--- src/adc_mux_pkg.sv ---
package adc_mux_pkg;

    // ------------------------------------------------------------
    // register map
    // ------------------------------------------------------------
    localparam logic [11:0] config_offset  = 12'h000;
    localparam logic [11:0] status_offset  = 12'h004;
    localparam logic [31:0] config_reset   = 32'h0000_0000;
    localparam logic [31:0] config_wmask   = 32'h0000_9f3f;

    // ------------------------------------------------------------
    // field positions
    // ------------------------------------------------------------
    localparam int offset_cancel_bit = 15;
    localparam int neg_sel_lsb       = 8;
    localparam int neg_sel_width     = 5;
    localparam int pos_sel_lsb       = 0;
    localparam int pos_sel_width     = 6;
    localparam int neg_sources       = 22;
    localparam int pos_sources       = 37;

    // ------------------------------------------------------------
    // bus states of the register slave
    // ------------------------------------------------------------
    typedef enum logic [0:0] {
        bus_idle   = 1'b0,
        bus_access = 1'b1
    } bus_state_e;

endpackage : adc_mux_pkg

--- src/adc_input_mux_select.sv ---
// Our own choices: the address map and the APB interface to the registers.
`timescale 1ns/10ps
`default_nettype none

module adc_input_mux_select (
    input  wire logic        pclk,
    input  wire logic        presetn,
    input  wire logic        psel,
    input  wire logic        penable,
    input  wire logic        pwrite,
    input  wire logic [11:0] paddr,
    input  wire logic [31:0] pwdata,
    output logic      [31:0] prdata,
    output logic             pready,
    output logic             pslverr,
    output logic             offset_cancel_enable,
    output logic      [21:0] negative_switch,
    output logic      [36:0] positive_switch
);
    import adc_mux_pkg::*;

    // ------------------------------------------------------------
    // apb slave
    // ------------------------------------------------------------
    logic [31:0] adc_front_end_config;
    bus_state_e  state;
    logic        setup;
    logic        hit_cfg;
    logic        hit_sts;

    assign setup   = psel && !penable;
    assign hit_cfg = (paddr == config_offset);
    assign hit_sts = (paddr == status_offset);

    // answers one cycle after setup: pready high in the access phase
    always_ff @(posedge pclk or negedge presetn) begin
        if (!presetn) begin
            state   <= bus_idle;
            pready  <= 1'b0;
            pslverr <= 1'b0;
            prdata  <= 32'h0000_0000;
        end else begin
            case (state)
                bus_idle: begin
                    pready <= 1'b0;
                    pslverr <= 1'b0;
                    if (setup) begin
                        state  <= bus_access;
                        pready <= 1'b1;
                        if (hit_cfg) begin
                            prdata  <= adc_front_end_config;
                        end else if (hit_sts) begin
                            prdata  <= {27'h0, |negative_switch, |positive_switch,
                                        offset_cancel_enable, 2'h0};
                            pslverr <= pwrite;
                        end else begin
                            prdata  <= 32'h0000_0000;
                            pslverr <= 1'b1;
                        end
                    end
                end
                bus_access: begin
                    state   <= bus_idle;
                    pready  <= 1'b0;
                    pslverr <= 1'b0;
                end
                default: state <= bus_idle;
            endcase
        end
    end

    // ------------------------------------------------------------
    // configuration register
    // ------------------------------------------------------------
    // masked write
    always_ff @(posedge pclk or negedge presetn) begin
        if (!presetn) begin
            adc_front_end_config <= config_reset;
        end else if (psel && penable && pready && pwrite && hit_cfg) begin
            adc_front_end_config <= pwdata & config_wmask;
        end
    end

    // ------------------------------------------------------------
    // switch decode
    // ------------------------------------------------------------
    logic [4:0]  negative_input_select;
    logic [5:0]  positive_input_select;
    logic [21:0] next_negative_switch;
    logic [36:0] next_positive_switch;

    assign negative_input_select = adc_front_end_config[neg_sel_lsb +: neg_sel_width];
    assign positive_input_select = adc_front_end_config[pos_sel_lsb +: pos_sel_width];

    // one-hot by code; bit n enables source of code n
    always_comb begin
        next_negative_switch = 22'h0;
        case (negative_input_select)
            5'h01, 5'h02, 5'h04, 5'h05, 5'h06, 5'h07, 5'h08, 5'h0b, 5'h0c,
            5'h0e, 5'h10, 5'h11, 5'h14:
                next_negative_switch[negative_input_select] = 1'b1;
            default: next_negative_switch = 22'h0;
        endcase
    end

    always_comb begin
        next_positive_switch = 37'h0;
        case (positive_input_select)
            6'h00, 6'h03, 6'h11, 6'h15, 6'h1c, 6'h20, 6'h22:
                next_positive_switch = 37'h0;
            default: begin
                if (positive_input_select <= 6'h24) begin
                    next_positive_switch[positive_input_select] = 1'b1;
                end
            end
        endcase
    end

    always_ff @(posedge pclk or negedge presetn) begin
        if (!presetn) begin
            offset_cancel_enable <= 1'b0;
            negative_switch      <= 22'h0;
            positive_switch      <= 37'h0;
        end else begin
            offset_cancel_enable <= adc_front_end_config[offset_cancel_bit];
            negative_switch      <= next_negative_switch;
            positive_switch      <= next_positive_switch;
        end
    end
endmodule : adc_input_mux_select

`default_nettype wire

--- config.mk ---
export PLATFORM = sky130hd
export DESIGN_NAME = adc_input_mux_select
export DESIGN_NICKNAME = d
export VERILOG_FILES = /design/src/adc_mux_pkg.sv /design/src/adc_input_mux_select.sv
export SDC_FILE = /design/constraint.sdc
export NUM_CORES = 1
export LEC_CHECK = 0
export BUFFER_PORTS_ARGS = -buffer_cell sky130_fd_sc_hd__buf_2
export CAP_MARGIN = 20
export CORE_ASPECT_RATIO = 1.25
export CORE_UTILIZATION = 44
export DETAILED_ROUTE_END_ITERATION = 6
export PLACE_DENSITY = 0.75
export SLEW_MARGIN = 0
export SYNTH_ARGS = -nofsm -noshare
export SYNTH_HDL_FRONTEND = slang
export SYNTH_SLANG_ARGS = --single-unit
export TNS_END_PERCENT = 20
--- constraint.sdc ---
create_clock -name pclk -period 1.63 [get_ports pclk]
set_input_delay 0.163 -clock pclk [delete_from_list [all_inputs] [get_ports pclk]]
set_output_delay 0.163 -clock pclk [all_outputs]
set_load 0.05 [all_outputs]
==> results of run 1 <==
==> state kept, by name, summed over array words and instances (netlist names) <==
name                  cells
positive_switch          37
state                     1
prdata                   12
offset_cancel_enable      1
negative_switch          22
adc_front_end_config     12
pslverr                   1
==> where the power goes <==
group,internal [W],switching (W),leakage [nW]
logic,0.0000663,0.000273,0.953
registers,0.00215,0.0000114,1.16
clock network,0.000637,0.000719,0.0995
==> worst max path at each step <==
stage | cells past startpoint | to | start | slack (ps)
2_1_floorplan | 3 | prdata[3]$_DFFE_PN0P_ | positive_switch[14]$_DFF_PN0_ | -4
3_3_place_gp | 6 | adc_front_end_config[1]$_DFFE_PN0P_ | paddr[9] | 20
3_5_place_dp | 6 | adc_front_end_config[1]$_DFFE_PN0P_ | paddr[10] | -70
4_1_cts | 3 | prdata[3]$_DFFE_PN0P_ | positive_switch[12]$_DFF_PN0_ | 20
5_1_grt | 3 | prdata[3]$_DFFE_PN0P_ | positive_switch[15]$_DFF_PN0_ | 30
6_report | 3 | prdata[3]$_DFFE_PN0P_ | positive_switch[12]$_DFF_PN0_ | 70
==> per-layer routing <==
layer / vias up / GRT usage (%) / wire length (um)
li1: 1067 / - / -
met1: 1112 / 22.20 / 2750
met2: 85 / 32.64 / 3634
met3: 14 / 4.766 / 425
met4: 0 / 7.407 / 136
met5: - / 0 / 0
==> worst max-delay path: stages (launching register included) <==
cell and delay, ps:
dfrtp_2 400, or4_1 580, a2111oi_2 360, a21oi_1 100
==> layout make-up <==
cell class,instances,share of cell area [%]
sequential,86,52.79
multi-input combinational,169,24.60
clock inverter,5,0.7966
clock buffer,11,3.707
timing repair buffer,113,15.26
inverter,1,0.09191
tap,90,2.757
==> metrics by stage <==
stage / hold WS, ps / area, um2
after floorplan: -132.6 / 3363
after global placement: 91.18 / 3884
after detailed placement: 96.97 / 3884
after CTS: 35.86 / 4079
after global routing: 42.89 / 4084
final: 47.21 / 4084
==> kinds of logic (layout without fill, tap and decap cells) <==
group           count (synthesis)  after routing  share of synthesized area (%)
other cells                     1             36                         0.1162
compound gates                 16             16                          3.799
buf+inv                        31            130                          6.473
simple gates                  104            104                          17.29
flops                          86             86                          66.67
mux                            13             13                          5.659
==> what timing repair did <==
item	4_1_cts	5_1_grt
cloned	0	0
endpoints found under the setup margin	1	1
gates resized for setup	1	1
hold buffers	1	0
hold endpoints to repair	26	0
buffers inserted	0	0
pin swaps	0	0
==> synthesized netlist by cell type, drive strengths merged (2+ instances only) <==
| cell type | instances |
|---|---|
| dfrtp | 86 |
| nor2 | 37 |
| buf | 21 |
| nor4 | 17 |
| mux2 | 12 |
| nand2 | 12 |
| nand2b | 10 |
| a22o | 9 |
| clkbuf | 9 |
| nor3 | 9 |
| nand4 | 5 |
| nor4b | 5 |
| nand3 | 3 |
| nor2b | 3 |
| a21oi | 2 |
| o21ai | 2 |
==> results.py, run 1 <==
metrics = {
    "cells_and_area": {
        "fin_nets": 429,
        "stdcell_count": 475,
        "multi_input_area_um2": 1005,
        "final_util_pct": 58.18,
        "syn_to_final_growth_pct": 26.51,
        "antennaDiodeCount": 0,
        "final_common_cell": "buf_2",
        "fill_cells": 615,
        "final_layout_size_suffix_gt1_share_pct": 38.96,
        "regArea_um2": 2156,
        "mostFrequentLayoutCells": "buf_2 (101), dfrtp_1 (83), nor2_1 (36), conb_1 (36), nor4_1 (15)",
    },
    "critical_path": {
        "worst_setup_path_end_kind": "register",
        "r2r_end": "prdata[3]$_DFFE_PN0P_",
        "r2r-start": "positive_switch[12]$_DFF_PN0_",
        "critPathMaxFanout": 2,
        "r2r_cells": 3,
        "path_class": "reg -> reg",
        "critical_path_arrival_ps": 1780,
        "critPathLaunchType": "register",
        "cp.required_ps": 1850,
        "r2r_setup_slack_ps": 70,
    },
    "power": {
        "powerDensity_nw_per_um2": 945.6,
        "irDropWorstVdd_v": 0.0005517,
        "fin_total_pwr_w": 0.003862,
        "power.leakage_nw": 2.211,
    },
    "global_routing": {
        "grt_pass1_wl_um": 11010,
        "grt-ovfl-total": 0,
        "grt_pass1_vias": 2342,
        "grt_use_total_pct": 18.84,
        "antenna_found_initial": 0,
        "grt_max_degree": 45,
    },
    "clock_network": {
        "h-tree-depth": 3,
        "cts.clk_slew.worst_paths_ps": 80,
        "cts_made_buffers": 9,
        "cts_buffer_depth": 2,
        "cts_root_buffer": "clkbuf_8",
        "cts.sinks": 86,
        "cts_tree": "yes",
        "clock_latency_ps": 340,
    },
    "synthesis": {
        "seq_area_frac_synth_pct": 66.67,
        "ys_types": 32,
        "synth_top_area_share_pct": 66.67,
        "synth_ff_type": "dfrtp_1",
        "synth.avg_cell_area_um2": 12.86,
        "synth_area_um2": 3228,
        "synth_seq_cells": 86,
        "synth_edf_count": 0,
        "synth-async-reset-ratio_pct": 100.0,
        "synth_cells": 251,
        "yosys_warnings": 0,
        "yosysTopAreaCell": "dfrtp_1",
        "synth_area_leaders": "dfrtp_1 (67%), buf_4 (4.7%), mux2_4 (4.7%)",
    },
    "sta": {
        "min_period_over_period_pct": 95.47,
        "rsz0062_at_grt": "no",
        "setup_slack_ps": 73.81,
        "setup_viol": 0,
        "fin_crit_ps": 1556,
        "setup_tns_ps": 0,
        "maxSlewViolCount": 0,
        "hold_viol_final": 0,
        "fin_worst_skew_ps": 5.490,
        "max_freq_ghz": 0.6426,
    },
    "routing": {
        "firstDrtPassIters": 4,
        "wl_um": 6946,
        "wire_per_inst_um": 14.62,
        "initialDrtViolationCount": 87,
        "ant_nets": 0,
        "avgViaCountPerCell": 4.796,
        "vias": 2278,
        "drcViolationCount": 0,
    },
    "flow_run": {
        "maxCapViolations": 0,
    },
    "hold_path": {
        "whs_endpoint": "adc_front_end_config[10]$_DFFE_PN0P_",
        "hold_start": "pwdata[10]",
        "hp-class": "in -> reg",
        "whs_path_depth": 2,
    },
    "placed_design": {
        "dp_cells": 458,
        "pre_cts_ws_ps": -72.25,
        "dp_hpwl_um": 5289,
        "portBuffers": 102,
        "place_congestion": 0.8147,
    },
    "die": {
        "die-area_um2": 7685,
        "die_h_um": 97.77,
        "rows": 34,
        "core_um2": 7019,
        "ios": 143,
        "die_w_um": 78.61,
        "start_util_pct": 45.99,
    },
    "status": {
        "status": "finished, final reports clean",
    },
}
Power figures use the tool's default switching activity.
==> run 2: changes to the inputs <==
- CELL_PAD_IN_SITES_DETAIL_PLACEMENT: default -> 1
- CELL_PAD_IN_SITES_GLOBAL_PLACEMENT: default -> 1
- CORE_UTILIZATION: 44 -> 36
- MAX_ROUTING_LAYER: default -> met4
- PLACE_DENSITY: 0.75 -> default
- PLACE_DENSITY_LB_ADDON: default -> 0.1
==> results.py, run 2 (synthesized netlist as in run 1, its figures left out) <==
metrics = {
    "placed_design": {
        "portBuffers": 102,
        "place_congestion": 0.7292,
        "dp_hpwl_um": 5937,
        "dp_cells": 488,
        "placedInstanceArea_um2": 3921,
    },
    "global_routing": {
        "antenna_found_initial": 0,
        "grt_pass1_wl_um": 12280,
        "grt-ovfl-total": 0,
        "grt_use_total_pct": 18.68,
        "grt_max_degree": 36,
        "grt_pass1_vias": 2420,
    },
    "routing": {
        "wl_um": 7725,
        "drcViolationCount": 0,
        "ant_nets": 0,
        "initialDrtViolationCount": 93,
        "avgViaCountPerCell": 4.547,
        "vias": 2287,
        "firstDrtPassIters": 4,
        "wire_per_inst_um": 15.36,
    },
    "clock_network": {
        "h-tree-depth": 3,
        "cts_root_buffer": "clkbuf_8",
        "cts.clk_slew.worst_paths_ps": 80,
        "cts_made_buffers": 9,
        "cts_resized": 0,
        "cts.sinks": 86,
        "cts_tree": "yes",
        "post_cts_buffers": 0,
        "cts_buffer_depth": 2,
        "clock_latency_ps": 350,
    },
    "die": {
        "core_um2": 8701,
        "die_w_um": 86.70,
        "die-area_um2": 9352,
        "start_util_pct": 37.10,
        "ios": 143,
        "rows": 38,
        "die_h_um": 107.9,
    },
    "cells_and_area": {
        "largest_register_ffs": 37,
        "fin_nets": 429,
        "largest-register": "positive_switch",
        "antennaDiodeCount": 0,
        "stdcell_count": 503,
        "final_util_pct": 47.25,
        "fin_area_um2": 4111,
        "mostFrequentLayoutCells": "buf_2 (101), dfrtp_1 (83), nor2_1 (36), conb_1 (36), nor4_1 (15)",
        "syn_to_final_growth_pct": 27.36,
        "final_common_cell": "buf_2",
        "reg_top3": "positive_switch (37), negative_switch (22)",
        "final_layout_size_suffix_gt1_share_pct": 37.86,
    },
    "sta": {
        "min_period_over_period_pct": 95.21,
        "fin_worst_skew_ps": 8.146,
        "maxSlewViolCount": 0,
        "rsz0062_at_grt": "no",
        "max_freq_ghz": 0.6443,
        "fin_crit_ps": 1552,
        "setup_tns_ps": 0,
        "timing.hold.ws_ps": 43.36,
        "setup_viol": 0,
        "hold_viol_final": 0,
    },
    "critical_path": {
        "critPathLaunchType": "register",
        "r2r-start": "positive_switch[12]$_DFF_PN0_",
        "path_class": "reg -> reg",
        "critical_path_arrival_ps": 1780,
        "r2r_setup_slack_ps": 80,
        "cp.required_ps": 1860,
        "r2r_cells": 3,
        "r2r_end": "prdata[3]$_DFFE_PN0P_",
        "worst_setup_path_end_kind": "register",
        "critPathMaxFanout": 2,
        "crit_start": "positive_switch[12]$_DFF_PN0_",
    },
    "power": {
        "irDropWorstVdd_v": 0.0005138,
        "power.internal_w": 0.002955,
        "powerDensity_nw_per_um2": 958.5,
        "seqPwrFrac_pct": 55.0,
        "pwr-share-clk_pct": 36.4,
        "p_sw_share_pct": 25.03,
        "netSwitchingPower_w": 0.0009864,
        "power.leakage_nw": 2.201,
        "combPwrFrac_pct": 8.7,
    },
    "hold_path": {
        "whs_path_depth": 2,
        "hp-class": "in -> reg",
        "hold_start": "pwdata[11]",
        "whs_endpoint": "adc_front_end_config[11]$_DFFE_PN0P_",
    },
    "flow_run": {
        "maxCapViolations": 0,
    },
    "status": {
        "status": "finished, final reports clean",
    },
}
## run 2: timing repair
action | in CTS | in global routing
hold buffers | 1 | 0
endpoints found under the setup margin | 0 | 0
endpoints found under the hold margin | 26 | 0
## run 2: how the worst max path moves through the flow
stage,end,slack [ps]
after floorplan,prdata[3]$_DFFE_PN0P_,-4
after global placement,adc_front_end_config[1]$_DFFE_PN0P_,10
after detailed placement,adc_front_end_config[1]$_DFFE_PN0P_,-30
after CTS,prdata[3]$_DFFE_PN0P_,60
after global routing,prdata[3]$_DFFE_PN0P_,40
final,prdata[3]$_DFFE_PN0P_,80
## run 2: critical path, cell delays in order (launching register included)
cell       delay (ps)
dfrtp_2           400
or4_1             530
a2111oi_0         390
a21oi_1           110
## run 2: final cells by class
class | count | area [um2]
clock buffers | 12 | 145.1
repair buffers | 113 | 623.1
inverters | 1 | 3.754
fillers | 983 | 4589
well taps | 120 | 150.1
multi-input cells | 169 | 998.5
clock inverters | 2 | 35.03
flip-flops and latches | 86 | 2156
## run 2: per-stage QoR
stage | setup WS, ps | total power, W
final | 78.03 | 0.003941
after floorplan | -4.474 | 0.002461
after detailed placement | -34.23 | 0.002554
after global placement | 9.665 | 0.002549
after CTS | 62.49 | 0.003994
after global routing | 36.98 | 0.004103
## run 2: power by group through the flow
stage | clock network, W | logic, W | registers, W
6_report | 0.00143 | 0.000342 | 0.00217
5_1_grt | 0.00157 | 0.000369 | 0.00217
4_1_cts | 0.00148 | 0.000347 | 0.00217
3_5_place_dp | 0 | 0.000344 | 0.00221
3_3_place_gp | 0 | 0.000341 | 0.00221
2_1_floorplan | 0 | 0.000169 | 0.00229
## run 2: routing by layer
layer	routed length (um)	part of all wire, %	global-route usage [%]
met1	3056	40	20.53
met2	4170	54	32.31
met3	318	4.1	3.144
met4	179	2.3	9.762
met5	0	0	-
